<file path="config.mk">
export PLATFORM = sky130hd
export DESIGN_NAME = dslp_dev_flat
export DESIGN_NICKNAME = d
export VERILOG_FILES = /design/src/dslp_pkg.sv /design/src/dslp_if.sv /design/src/dslp_dev.sv /design/src/flat_wrapper.sv
export SDC_FILE = /design/constraint.sdc
export NUM_CORES = 1
export LEC_CHECK = 0
export BUFFER_PORTS_ARGS = -buffer_cell sky130_fd_sc_hd__buf_2
export CAP_MARGIN = 20
export CORE_ASPECT_RATIO = 2
export CORE_MARGIN = 2
export CORE_UTILIZATION = 45
export DETAILED_ROUTE_END_ITERATION = 8
export PLACE_DENSITY = 0.63
export REMOVE_ABC_BUFFERS = 1
export SLEW_MARGIN = 20
export SYNTH_ARGS = -nofsm -noshare
export SYNTH_HDL_FRONTEND = slang
export SYNTH_SLANG_ARGS = --single-unit
</file>
<file path="constraint.sdc">
create_clock -name MCLK -period 5.8 [get_ports MCLK]
set_input_delay 0.29 -clock MCLK [delete_from_list [all_inputs] [get_ports MCLK]]
set_output_delay 0.29 -clock MCLK [all_outputs]
set_load 0.005 [all_outputs]
</file>
<file path="src/dslp_pkg.sv">
// Purpose: shared constants for the deep-sleep link ends and counters
// Assumes: one 200 MHz clock, times kept in milliseconds
// Notes: Operation summary follows
// Operation
// - Sleep pin ignored until feature enabled
// - Host drives valid sleep pin levels
// - Deep sleep entered only from slumber
// - COMWAKE wakes device from reduced power
// - Host idle timeout base 375 ms
// - Host waits idle times multiplier plus one
// - Report 10 ms; host holds pin that long
// - Ready for OOB within 20 ms exit
// - Power-on hours exclude low-power residency (slumber only with DIPM_EN)
// - Count power cycles over lifetime
// - Report grown retired block count
package dslp_pkg;
	localparam int CLK_MHZ = 200;
	localparam int CYC_PER_MS = CLK_MHZ * 1000;
	localparam int HOUR_MS = 3600000;
	localparam logic [7:0] MIN_ASSERT_MS = 8'h0A;
	localparam logic [7:0] EXIT_TIMEOUT_MS = 8'h14;
	localparam logic [7:0] DEV_WAKE_MS = 8'h01;
	localparam logic [15:0] IDLE_MS_RST = 16'h0177;
	localparam logic [3:0] MULT_RST = 4'hF;
	// host register map, byte addresses
	localparam logic [3:0] A_CTRL = 4'h0;
	localparam logic [3:0] A_IDLE = 4'h4;
	localparam logic [3:0] A_MULT = 4'h8;
	localparam logic [3:0] A_STAT = 4'hC;
	localparam int CTRL_EN_BIT = 0;
	localparam int STAT_PIN_BIT = 3;
	localparam int STAT_LOCK_BIT = 4;
	localparam int STAT_FEAT_BIT = 5;
	localparam int STAT_MIN_LSB = 8;
	localparam int STAT_EXIT_LSB = 16;
	typedef enum logic [2:0] {
		D_ACTIVE = 3'h0,
		D_SLUMBER = 3'h1,
		D_DSLEEP = 3'h3,
		D_EXIT = 3'h2,
		D_REDUCED = 3'h6
	} dslp_dstate_t;
	typedef enum logic [2:0] {
		H_ACT = 3'h0,
		H_SLREQ = 3'h1,
		H_SLUMB = 3'h3,
		H_DSLP = 3'h2,
		H_EXIT = 3'h6,
		H_WAKE = 3'h7
	} dslp_hstate_t;
endpackage

</file>
<file path="src/dslp_if.sv">
// Purpose: link between host controller and device sleep logic
// Assumes: both ends on the same clock
// Notes: pulses last one enabled cycle
`timescale 1ns/1ps
interface dslp_if;
	logic sleep_pin;
	logic feat_set;
	logic feat_clr;
	logic slumber_req;
	logic slumber_ack;
	logic comwake;
	logic oob_ready;
	logic link_up;
	logic [7:0] min_assert_ms;
	logic [7:0] exit_to_ms;
	modport dev (input sleep_pin, input feat_set, input feat_clr,
		input slumber_req, input comwake, output slumber_ack,
		output oob_ready, output link_up, output min_assert_ms,
		output exit_to_ms);
	modport host (output sleep_pin, output feat_set, output feat_clr,
		output slumber_req, output comwake, input slumber_ack,
		input oob_ready, input link_up, input min_assert_ms,
		input exit_to_ms);
endinterface

</file>
<file path="src/dslp_dev.sv">
// Purpose: device end: deep-sleep power states and health counters
// Assumes: NV_LOAD restores lifetime values once after power-on
// Notes: all state frozen while CE is low
//
// Implementation choices: strobed register access and the register offsets.
`timescale 1ns/1ps
module dslp_dev
	import dslp_pkg::*;
#(
	parameter int MS_CYC = CYC_PER_MS,
	parameter int HOUR_LEN_MS = HOUR_MS
) (
	input wire logic MCLK,
	input wire logic RSTN,
	input wire logic CE,
	dslp_if.dev LNK,
	input wire logic DIPM_EN,
	input wire logic BLOCK_RETIRE,
	input wire logic NV_LOAD,
	input wire logic [31:0] NV_HOURS,
	input wire logic [31:0] NV_CYCLES,
	input wire logic [31:0] NV_RETIRED,
	output logic [31:0] POWER_ON_HOURS,
	output logic [31:0] POWER_CYCLES,
	output logic [31:0] RETIRED_BLOCKS,
	output logic [2:0] SLEEP_STATE,
	output logic FEATURE_EN,
	output logic SHORT_ASSERT
);
	dslp_dstate_t st_q, st_d;
	logic feat_q, feat_d;
	logic [17:0] pre_q, pre_d;
	logic [7:0] ms_q, ms_d;
	logic short_q, short_d;
	logic tick;
	logic [17:0] poh_cyc_q, poh_cyc_d;
	logic [21:0] poh_ms_q, poh_ms_d;
	logic [31:0] hours_q, hours_d;
	logic [31:0] cycles_q, cycles_d;
	logic [31:0] retired_q, retired_d;
	logic boot_q, boot_d;
	logic countable;

	// link handshake views of the power state
	assign LNK.link_up = (st_q == D_ACTIVE);
	assign LNK.oob_ready = (st_q == D_SLUMBER) || (st_q == D_REDUCED);
	assign LNK.slumber_ack = (st_q != D_ACTIVE);
	assign LNK.min_assert_ms = MIN_ASSERT_MS;
	assign LNK.exit_to_ms = EXIT_TIMEOUT_MS;
	assign tick = (pre_q == 18'(MS_CYC - 1));

	// power state, ms timer restarted on every state change
	always_comb begin
		st_d = st_q;
		feat_d = feat_q;
		short_d = short_q;
		if (LNK.feat_set) begin
			feat_d = 1'b1;
		end else if (LNK.feat_clr) begin
			feat_d = 1'b0;
		end
		case (st_q)
			D_ACTIVE: begin
				if (LNK.slumber_req) begin
					st_d = D_SLUMBER;
				end
			end
			D_SLUMBER: begin
				// pin only honoured once enabled and from slumber
				if (LNK.comwake) begin
					st_d = D_ACTIVE;
				end else if (LNK.sleep_pin && feat_q) begin
					st_d = D_DSLEEP;
				end
			end
			D_DSLEEP: begin
				if (!LNK.sleep_pin) begin
					st_d = D_EXIT;
					if (ms_q < MIN_ASSERT_MS) begin
						short_d = 1'b1;
					end
				end
			end
			D_EXIT: begin
				// wake latency stays well inside the exit timeout
				if (tick && (ms_q + 8'h01 >= DEV_WAKE_MS)) begin
					st_d = D_REDUCED;
				end
			end
			D_REDUCED: begin
				if (LNK.comwake) begin
					st_d = D_ACTIVE;
				end
			end
			default: begin
				st_d = D_ACTIVE;
			end
		endcase
		if (st_d != st_q) begin
			pre_d = '0;
			ms_d = '0;
		end else if (tick) begin
			pre_d = '0;
			ms_d = (ms_q == 8'hFF) ? ms_q : ms_q + 8'h01;
		end else begin
			pre_d = pre_q + 18'h00001;
			ms_d = ms_q;
		end
	end

	// power state registers
	always_ff @(posedge MCLK or negedge RSTN) begin
		if (!RSTN) begin
			st_q <= D_ACTIVE;
			feat_q <= 1'b0;
			short_q <= 1'b0;
			pre_q <= '0;
			ms_q <= '0;
		end else if (CE) begin
			st_q <= st_d;
			feat_q <= feat_d;
			short_q <= short_d;
			pre_q <= pre_d;
			ms_q <= ms_d;
		end
	end

	// deep sleep, exit and reduced residency are not counted as powered time; slumber is excluded only with DIPM_EN
	assign countable = !((st_q == D_DSLEEP) || (st_q == D_EXIT) ||
		(st_q == D_REDUCED) ||
		(DIPM_EN && (st_q == D_SLUMBER)));

	// lifetime counters: hours, power cycles, retired blocks
	always_comb begin
		poh_cyc_d = poh_cyc_q;
		poh_ms_d = poh_ms_q;
		hours_d = hours_q;
		cycles_d = cycles_q;
		retired_d = retired_q;
		boot_d = 1'b0;
		if (countable) begin
			if (poh_cyc_q == 18'(MS_CYC - 1)) begin
				poh_cyc_d = '0;
				if (poh_ms_q == 22'(HOUR_LEN_MS - 1)) begin
					poh_ms_d = '0;
					hours_d = hours_q + 32'h00000001;
				end else begin
					poh_ms_d = poh_ms_q + 22'h000001;
				end
			end else begin
				poh_cyc_d = poh_cyc_q + 18'h00001;
			end
		end
		if (boot_q) begin
			cycles_d = cycles_q + 32'h00000001;
		end
		if (BLOCK_RETIRE) begin
			retired_d = retired_q + 32'h00000001;
		end
		// restore wins, but a retire in the same cycle is added; it counts as this power cycle's event
		if (NV_LOAD) begin
			hours_d = NV_HOURS;
			cycles_d = NV_CYCLES + 32'h00000001;
			retired_d = NV_RETIRED + {31'h0, BLOCK_RETIRE};
		end
	end

	// counter registers; boot_q marks the first enabled cycle
	always_ff @(posedge MCLK or negedge RSTN) begin
		if (!RSTN) begin
			poh_cyc_q <= '0;
			poh_ms_q <= '0;
			hours_q <= '0;
			cycles_q <= '0;
			retired_q <= '0;
			boot_q <= 1'b1;
		end else if (CE) begin
			poh_cyc_q <= poh_cyc_d;
			poh_ms_q <= poh_ms_d;
			hours_q <= hours_d;
			cycles_q <= cycles_d;
			retired_q <= retired_d;
			boot_q <= boot_d;
		end
	end

	// status outputs straight from registers
	assign POWER_ON_HOURS = hours_q;
	assign POWER_CYCLES = cycles_q;
	assign RETIRED_BLOCKS = retired_q;
	assign SLEEP_STATE = st_q;
	assign FEATURE_EN = feat_q;
	assign SHORT_ASSERT = short_q;
endmodule // dslp_dev

</file>
<file path="src/flat_wrapper.sv">
// flat-port wrapper written by rule: the top's interface ports become plain ports
module dslp_dev_flat import dslp_pkg::*;
#(
	parameter int MS_CYC = CYC_PER_MS,
	parameter int HOUR_LEN_MS = HOUR_MS
)
  (MCLK, RSTN, CE, DIPM_EN, BLOCK_RETIRE, NV_LOAD, NV_HOURS, NV_CYCLES, NV_RETIRED, POWER_ON_HOURS, POWER_CYCLES, RETIRED_BLOCKS, SLEEP_STATE, FEATURE_EN, SHORT_ASSERT, LNK_sleep_pin, LNK_feat_set, LNK_feat_clr, LNK_slumber_req, LNK_comwake, LNK_slumber_ack, LNK_oob_ready, LNK_link_up, LNK_min_assert_ms, LNK_exit_to_ms);
  dslp_if LNK_i ();
  input wire logic MCLK;
  input wire logic RSTN;
  input wire logic CE;
  input wire logic DIPM_EN;
  input wire logic BLOCK_RETIRE;
  input wire logic NV_LOAD;
  input wire logic [31:0] NV_HOURS;
  input wire logic [31:0] NV_CYCLES;
  input wire logic [31:0] NV_RETIRED;
  output logic [31:0] POWER_ON_HOURS;
  output logic [31:0] POWER_CYCLES;
  output logic [31:0] RETIRED_BLOCKS;
  output logic [2:0] SLEEP_STATE;
  output logic FEATURE_EN;
  output logic SHORT_ASSERT;
  input wire logic [$bits(LNK_i.sleep_pin)-1:0] LNK_sleep_pin;
  input wire logic [$bits(LNK_i.feat_set)-1:0] LNK_feat_set;
  input wire logic [$bits(LNK_i.feat_clr)-1:0] LNK_feat_clr;
  input wire logic [$bits(LNK_i.slumber_req)-1:0] LNK_slumber_req;
  input wire logic [$bits(LNK_i.comwake)-1:0] LNK_comwake;
  output wire logic [$bits(LNK_i.slumber_ack)-1:0] LNK_slumber_ack;
  output wire logic [$bits(LNK_i.oob_ready)-1:0] LNK_oob_ready;
  output wire logic [$bits(LNK_i.link_up)-1:0] LNK_link_up;
  output wire logic [$bits(LNK_i.min_assert_ms)-1:0] LNK_min_assert_ms;
  output wire logic [$bits(LNK_i.exit_to_ms)-1:0] LNK_exit_to_ms;
  assign LNK_i.sleep_pin = LNK_sleep_pin;
  assign LNK_i.feat_set = LNK_feat_set;
  assign LNK_i.feat_clr = LNK_feat_clr;
  assign LNK_i.slumber_req = LNK_slumber_req;
  assign LNK_i.comwake = LNK_comwake;
  assign LNK_slumber_ack = LNK_i.slumber_ack;
  assign LNK_oob_ready = LNK_i.oob_ready;
  assign LNK_link_up = LNK_i.link_up;
  assign LNK_min_assert_ms = LNK_i.min_assert_ms;
  assign LNK_exit_to_ms = LNK_i.exit_to_ms;
  dslp_dev #(.MS_CYC(MS_CYC), .HOUR_LEN_MS(HOUR_LEN_MS)) u_core (.MCLK(MCLK), .RSTN(RSTN), .CE(CE), .LNK(LNK_i), .DIPM_EN(DIPM_EN), .BLOCK_RETIRE(BLOCK_RETIRE), .NV_LOAD(NV_LOAD), .NV_HOURS(NV_HOURS), .NV_CYCLES(NV_CYCLES), .NV_RETIRED(NV_RETIRED), .POWER_ON_HOURS(POWER_ON_HOURS), .POWER_CYCLES(POWER_CYCLES), .RETIRED_BLOCKS(RETIRED_BLOCKS), .SLEEP_STATE(SLEEP_STATE), .FEATURE_EN(FEATURE_EN), .SHORT_ASSERT(SHORT_ASSERT));
endmodule
</file>
After elaboration in Yosys (flattened, before gate mapping)
Index checks and enable logic that the tools add are counted.
{"block": "word_totals", "ff_bits": 168, "latchBits": 0, "ramBits": 0, "romBits": 0, "input_bits": 107, "out_inout_bits": 120, "elab_cells": 82, "memories": 0}
{"block": "op_classes", "add_sub_neg": 9, "mul": 0, "div": 0, "n_lt_le_gt_ge": 2, "n_eq_ne": 11, "n_shift": 0, "muxes": 24, "bitwise_logic": 2, "n_reduce_logical": 23}
{"op": "32-bit 2-to-1 mux", "count": 8}
{"op": "32-bit by 1-bit adder with 32-bit output, second input constant", "count": 4}
{"op": "18-bit 2-to-1 mux", "count": 3}
{"op": "18-bit by 1-bit adder with 18-bit output, second input constant", "count": 2}
{"op": "18-bit equality test, second input constant", "count": 2}
{"op": "32-bit by 1-bit adder with 32-bit output", "count": 1}
{"op": "8-bit 2-to-1 mux", "count": 3}
{"op": "22-bit by 1-bit adder with 22-bit output, second input constant", "count": 1}
{"op": "22-bit equality test, second input constant", "count": 1}
{"op": "22-bit 2-to-1 mux", "count": 1}
{"op": "3-bit 2-to-1 mux", "count": 6}
{"op": "3-bit case mux with 5 select lines", "count": 1}
{"op": "2-bit nonzero test", "count": 6}
{"op": "8-bit by 1-bit adder with 8-bit output, second input constant", "count": 1}
{"op": "8-bit equality test, second input constant", "count": 1}
{"op": "8-bit by 1-bit greater-or-equal comparator with 1-bit output, second input constant", "count": 1}
{"op": "8-bit by 4-bit less-than comparator with 1-bit output, second input constant", "count": 1}
{"op": "2-bit AND reduction", "count": 4}
{"op": "4-bit AND reduction", "count": 2}
{"op": "3-bit by 2-bit equality test with 1-bit output, second input constant", "count": 2}
{"op": "3-bit AND reduction", "count": 2}
{"op": "1-bit logical OR", "count": 4}
{"op": "3-bit by 1-bit equality test with 1-bit output, second input constant", "count": 1}
{"op": "3-bit equality test, second input constant", "count": 1}
{"op": "8 further kinds", "count": 12}

Depth between registers and ports, before layout
Gate-level depths: netlist of the first run.
{"block": "depth", "ltp_word": 8, "mapped_depth": 15, "depth_no_buf": 8}

Worst setup path after synthesis of the first run
Ideal clock, no wire load.
{"block": "synth_path", "kind": "in2reg", "from": "input port NV_LOAD", "to": "register u_core.cycles_q[24], in the netlist u_core.POWER_CYCLES[24]", "setup_time_ns": 0.120, "arrival_time_ns": 3.549, "required_time_ns": 5.680, "setup_slack_ns": 2.131, "cell_stages": 15, "n_path_buf": 7, "cell_sequence": "clkbuf_1 > buf_2 > buf_2 > clkbuf_1 > buf_2 > buf_2 > mux2_2 > ha_1 > inv_1 > a211oi_1 > and2_1 > clkbuf_1 > and3_1 > xor2_1 > o211a_1"}
{"block": "synth_between", "elab_chain_len": 2, "word_cells_on_any_way": 3, "cone_classes": "1 x mux; 2 x reduce/logical"}
{"element": "from (decl)", "line": "flat_wrapper.sv:14", "source": "input wire logic NV_LOAD;"}
{"element": "2-bit nonzero test (no source line)"}
{"element": "2-bit AND reduction (no source line)"}
{"element": "to (signal assigned)", "line": "dslp_dev.sv:181", "source": "cycles_q <= cycles_d;"}
{"element": "to (decl)", "line": "dslp_dev.sv:39", "source": "logic [31:0] cycles_q, cycles_d;"}
Several ways; a longest one is shown, not always the timed one.
A chain may end at the register's enable or synchronous reset.

Worst setup path after layout of the first run
{"block": "layout_path", "from": "register u_core.poh_cyc_q[0]", "to": "register u_core.hours_q[11], in the netlist u_core.POWER_ON_HOURS[11]"}
{"block": "layout_between", "elab_chain_len": 3}
{"element": "from (decl)", "line": "dslp_dev.sv:36", "source": "logic [17:0] poh_cyc_q, poh_cyc_d;"}
{"element": "from (signal assigned)", "line": "dslp_dev.sv:178", "source": "poh_cyc_q <= poh_cyc_d;"}
{"element": "18-bit equality test", "line": "dslp_dev.sv:142", "source": "if (poh_cyc_q == 18'(MS_CYC - 1)) begin"}
{"element": "2-bit nonzero test (no source line)"}
{"element": "4-bit AND reduction (no source line)"}
{"element": "to (signal assigned)", "line": "dslp_dev.sv:180", "source": "hours_q <= hours_d;"}
{"element": "to (decl)", "line": "dslp_dev.sv:38", "source": "logic [31:0] hours_q, hours_d;"}
Every way passes these cells.

==> flow_metrics.tcl, run 1 <==
set metrics [dict create \
    nets 1656 \
    min_period_ns 3.034 \
    fillCellCount 2489 \
    die_h_um 229.1 \
    finalMaxSlewViolations 0 \
    first_iter_violations 564 \
    worstHoldStart "LNK_feat_set" \
    reg2reg_from "u_core.poh_cyc_q[0]" \
    path_max_fanout 10 \
    ys_warn_count 0 \
    most-common-layout-cells "buf_2 (207), dfrtp_1 (167), nand2_1 (122), nor2_1 (110), nand3_1 (94)" \
    setup_viol 0 \
    leakage_nw 5.506 \
    gr-total-overflow 0 \
    powerDensity_nw_per_um2 263.1 \
    hpwl_mm 26.69 \
    sequentialPowerShare_pct 43.7 \
    cp.arrival_ns 3.35 \
    ys_seq_area_share_pct 36.89 \
    netSwitchingPower_mw 1.091 \
    clock_skew_ns 0.01023 \
    ys_types 84 \
    cts_buffers 17 \
    rr_endpoint "u_core.POWER_ON_HOURS[11]" \
    io_pins 227 \
    row_count 82 \
    worst_pin_slew_ns 1.024 \
    slew_headroom_pct 31.76 \
    cts.sinks 168 \
    htree_levels 4 \
    synth_top_area_share_pct 36.66 \
    antenna_found_initial 3 \
    max_stage_delay_ns 0.84 \
    endpoint_kind "register" \
    area_delta_synth_final_pct 17.06 \
    cts_tree "done" \
    cts_root_buf "clkbuf_16" \
    ir_drop_mv 0.2053 \
    clk_pin_slew_ns 0.07 \
    crit_chain "ha_1, nor4bb_1, and3_1, nand3_1, nor4_1, mux2i_1, a21oi_1" \
    final_hold_viol_count 0 \
    async_flop_share_pct 100.0 \
    drive_above_1_share_pct 18.83 \
    netlist_instances 1361 \
    wl_mm 36.66 \
    core_um2 25030 \
    crit_slowest_cell "nor4_1" \
    hold_end "u_core.FEATURE_EN" \
    detail-route-antenna-nets 0 \
    grt_pass1_vias 11220 \
    clk_path_buf_depth 2 \
    cap_violations 0 \
    clkPwrFrac_pct 36.1 \
    start_util_pct 45.54 \
    synth_flop_cell "dfrtp_1" \
    final_area_um2 13340 \
    power_frac_comb_pct 20.2 \
    yosysTopAreaCell "dfrtp_1" \
    reg2reg_slack_ns 2.77 \
    vias 11400 \
    fmax_mhz 329.6 \
    rsz0062_at_grt "no" \
    synth_area_leaders "dfrtp_1 (37%), xnor2_1 (4.5%), nand3_1 (4.1%), nand2_1 (4.1%), xor2_1 (4.0%)" \
    die_x_um 116.5 \
    fin_crit_sh_pct 52.30 \
    place_congestion 0.8995 \
    grt_pass1_wl_mm 58.55 \
    r2r_cells 7 \
    grt_max_degree 72 \
    holdWs_ns 0.07558 \
    syn_area_um2 11400 \
    drt_pass1_iterations 7 \
    final_common_cell "buf_2" \
    cp.required_ns 6.11 \
    critPathLaunchType "register" \
    syn_avg_cell_area_um2 8.376 \
    min_path_type "in -> reg" \
    outcome "complete, no violations" \
    vias_per_cell 6.036 \
    dieArea_um2 26700 \
    postCtsSetupBuffers 0 \
    p_int_mw 2.420 \
    wl_per_cell_um 19.42 \
    clk_latency_ns 0.45 \
    hold_path_depth 2 \
    synth_edf_count 0 \
    drcViolationCount 0 \
    synth-seq-cells 168 \
    grtUsageTotal_pct 27.84 \
    worstSetupPathType "reg -> reg" \
    sw_frac_of_total_pct 31.08 \
    numPortBuffers 210 \
    placed_area_um2 12690 \
    tns_ns 0 \
]
==> how the worst max path moves through the flow <==
stage,from,endpoint,slack (ns),depth (start not counted)
after floorplan,u_core.boot_q,u_core.POWER_CYCLES[26],2.97,5
after global placement,NV_LOAD,u_core.POWER_CYCLES[24],2.75,9
after detailed placement,NV_LOAD,u_core.POWER_CYCLES[24],2.69,9
after CTS,u_core.poh_ms_q[19],u_core.POWER_ON_HOURS[29],2.81,6
after global routing,u_core.poh_cyc_q[0],u_core.POWER_ON_HOURS[11],2.48,7
final,u_core.poh_cyc_q[0],u_core.POWER_ON_HOURS[11],2.77,7
==> repair_timing <==
item,in CTS,in global routing
hold endpoints to repair,69,0
hold buffers,1,0
resized for setup,0,0
==> cell families (layout without fill, tap and decap cells) <==
kind of cell / count (synthesis) / count (layout) / synth area share (%)
simple gates: 600 / 600 / 27.57
fa+ha+maj: 10 / 10 / 1.098
mux: 38 / 38 / 3.435
flops: 168 / 168 / 36.89
other cells: 2 / 17 / 0.06588
compound gates: 316 / 316 / 17.97
buf+inv: 117 / 293 / 4.522
xor+xnor: 110 / 110 / 8.451
==> cells in the mapped netlist, types with 14 or more instances <==
cell and instances:
and4_1 16, a211oi_1 16, mux2i_1 29, nor4_1 22, nand4_1 62, inv_1 32
nand2_1 123, a21oi_1 76, clkbuf_1 48, nor2_1 112, nor3_1 55, xnor2_1 58
a22oi_1 16, buf_4 16, dfrtp_1 167, nand3_1 94, or3_1 14, and3_1 31
o21ai_0 80, o22ai_1 34, xor2_1 52
==> area by class of cell <==
cell class                 count  area [µm²]  share of cell area (%)
multi-input combinational   1090        6748                   50.57
sequential                   168        4205                   31.51
timing repair buffer         229        1207                   9.048
clock buffer                  23       467.9                   3.507
tap                          336       420.4                   3.151
clock inverter                 8       168.9                   1.266
inverter                      33       123.9                  0.9283
antenna                        1       2.502                 0.01875
==> state kept, by name, indices dropped and copies added (netlist names) <==
signal / count
u_core.poh_ms_q: 22
u_core.ms_q: 8
u_core.pre_q: 18
u_core.POWER_ON_HOURS: 32
u_core.SHORT_ASSERT: 1
u_core.RETIRED_BLOCKS: 32
u_core.FEATURE_EN: 1
u_core.POWER_CYCLES: 32
u_core.poh_cyc_q: 18
u_core.boot_q: 1
u_core.SLEEP_STATE: 3
==> power groups by stage <==
stage | registers (mW) | clock network (mW) | logic, mW
floorplan | 1.51 | 0 | 0.375
global placement | 1.55 | 0 | 0.701
detailed placement | 1.55 | 0 | 0.711
CTS | 1.53 | 1.29 | 0.715
global route | 1.56 | 1.34 | 0.800
finish | 1.53 | 1.27 | 0.709
==> routing by layer <==
| metal | up-vias | GRT usage (%) | routed length, µm |
|---|---|---|---|
| met3 | 92 | 5.716 | 1936 |
| li1 | 5382 | - | - |
| met1 | 5536 | 31.21 | 13680 |
| met2 | 382 | 49.98 | 19550 |
| met4 | 4 | 11.65 | 1483 |
| met5 | - | 0 | 14 |
==> worst max-delay path: cells and delay by family, from the launching register on <==
kind            cells  cell delay, ns
flops               1            0.41
fa+ha+maj           1            0.23
simple gates        4            1.90
mux                 1            0.27
compound gates      1            0.08
==> metrics by stage <==
step                setup WS [ns]  instances  power, mW  util [%]
global placement            2.751       1855      2.246     50.70
global route                2.476       1887      3.705     53.29
CTS                         2.809       1887      3.540     53.28
detailed placement          2.688       1855      2.262     50.70
floorplan                   2.973       1291      1.880         -
finish                      2.766       1888      3.511     53.30
Power figures use the tool's default switching activity.
==> inputs of run 2 (changes only) <==
==> constraint.sdc (replaced) <==
create_clock -name MCLK -period 3.1 [get_ports MCLK]
set_input_delay 0.155 -clock MCLK [delete_from_list [all_inputs] [get_ports MCLK]]
set_output_delay 0.155 -clock MCLK [all_outputs]
set_load 0.005 [all_outputs]
==> run 2 against run 1 <==
Sequential share of layout area down 0.95 points. Via count up 1.1%. Global-route usage up 0.14 points. Fmax up 11%. Setup slack worse by 2.4 ns. Clock-buffer cell count down 3. Sequential power up 88%. Register-to-register slack worse by 2.4 ns. Non-clock buffer count up 43. Clock power up 83%. Highest routed layer unchanged.
==> flow_metrics.tcl, run 2 (same netlist as run 1, synthesis figures left out) <==
set metrics [dict create \
    start_util_pct 45.54 \
    leakage_nw 5.706 \
    reg2reg_from "u_core.poh_cyc_q[0]" \
    grt_pass1_vias 11390 \
    most-common-layout-cells "buf_2 (207), dfrtp_1 (167), nand2_1 (122), nor2_1 (111), nand3_1 (94)" \
    htree_levels 4 \
    antenna_found_initial 2 \
    setup_ws_ns 0.3575 \
    grt_pass1_wl_mm 58.99 \
    fmax_mhz 364.6 \
    critPathLaunchType "register" \
    area_delta_synth_final_pct 20.71 \
    cts_tree "done" \
    final_area_um2 13760 \
    worstSetupPathType "reg -> reg" \
    wl_mm 36.62 \
    clk_latency_ns 0.45 \
    postCtsSetupBuffers 0 \
    grt_max_degree 75 \
    grtUsageTotal_pct 27.97 \
    clk_path_buf_depth 2 \
    vias 11520 \
    cp.required_ns 3.42 \
    cts_buffers 17 \
    numPortBuffers 210 \
    max_stage_delay_ns 0.40 \
    final_common_cell "buf_2" \
    fillCellCount 2458 \
    worstHoldStart "LNK_feat_clr" \
    ir_drop_mv 0.3285 \
    path_max_fanout 8 \
    holdWs_ns 0.02052 \
    first_iter_violations 567 \
    drcViolationCount 0 \
    outcome "complete, no violations" \
    r2r_cells 9 \
    crit_chain "ha_1, nor4bb_1, and3_1, nand3_1, buf_4, nor4_1, buf_4, mux2i_1, o211ai_1" \
    finalMaxSlewViolations 0 \
    min_path_type "in -> reg" \
    setup_viol 0 \
    diodes 0 \
    gr-total-overflow 0 \
    nets 1699 \
    tns_ns 0 \
    place_ws_ns 0.4308 \
    worst_pin_slew_ns 0.9740 \
    clk_pin_slew_ns 0.07 \
    die_h_um 229.1 \
    cp.arrival_ns 3.06 \
    final_hold_viol_count 0 \
    rsz0062_at_grt "no" \
    die_x_um 116.5 \
    cp_common_cell "buf_4" \
    clock_skew_ns 0.009847 \
    detail-route-antenna-nets 0 \
    placed_area_um2 12910 \
    crit_slowest_cell "dfrtp_1" \
    slew_headroom_pct 34.47 \
    min_period_ns 2.742 \
    crit_path_start "u_core.poh_cyc_q[0]" \
    cap_violations 0 \
    powerDensity_nw_per_um2 476.5 \
    endpoint_kind "register" \
    io_pins 227 \
    fin_crit_sh_pct 88.47 \
    place_congestion 0.8719 \
    hold_path_depth 3 \
    wl_per_cell_um 18.97 \
    dieArea_um2 26700 \
    vias_per_cell 5.970 \
    core_um2 25030 \
    cts.sinks 168 \
    row_count 82 \
    drt_pass1_iterations 5 \
    hpwl_mm 26.95 \
    cts_root_buf "clkbuf_16" \
    drive_above_1_share_pct 19.89 \
]
-- run 2: changes by cell type in the layout (fill, tap and decap cells not counted), moves of 3 or more --
cell / previous run / this run
buf_12: 0 / 4
clkbuf_1: 4 / 1
dlygate4sd3_1: 1 / 22
clkinvlp_4: 0 / 4
buf_4: 20 / 38
-- run 2: metal layers --
metal	GRT usage, %	wire [µm]	up-vias
met5	0	21	-
met4	13.90	1611	4
met3	5.583	1701	111
met2	49.55	19520	367
met1	31.09	13770	5576
li1	-	-	5465
-- run 2: area by class of cell --
type	instances	area (µm²)	share of cell area [%]
multi-input cells	1090	6749	49.05
flip-flops and latches	168	4205	30.56
repair buffers	272	1633	11.87
clock buffers	20	456.7	3.319
well taps	336	420.4	3.055
clock inverters	11	172.7	1.255
inverters	33	123.9	0.9002
-- run 2: power by group --
part           leakage (nW)  switching (mW)  internal [mW]
registers              2.08           0.405           2.46
logic                  3.33           0.733          0.628
clock network         0.294           0.943           1.39
-- run 2: timing repair --
item | in CTS | in global routing
hold endpoints to repair | 87 | 0
gates resized for setup | 0 | 0
hold buffers | 22 | 0
-- run 2: worst paths after layout --
check                                       endpoint  slack (ns)
max                        u_core.POWER_ON_HOURS[17]        0.36
max in group asynchronous        u_core.poh_ms_q[15]        2.02
min                                u_core.FEATURE_EN        0.02
max reg2reg                u_core.POWER_ON_HOURS[17]        0.36
min in group asynchronous   u_core.POWER_ON_HOURS[6]        0.25
min reg2reg                      u_core.SHORT_ASSERT        0.48
-- run 2: stage by stage --
step,power (mW),util (%),std cells
2_1_floorplan,3.518,-,1291
6_report,6.557,54.97,1930
3_3_place_gp,4.211,51.56,1877
4_1_cts,6.595,54.95,1930
3_5_place_dp,4.238,51.56,1877
5_1_grt,6.903,54.97,1930
-- run 2: worst max-delay path, delay by kind of cell, from the launching register on --
kind            cells  cell delay, ns
compound gates      1            0.09
buf+inv             2            0.43
simple gates        4            1.29
mux                 1            0.18
flops               1            0.40
fa+ha+maj           1            0.23
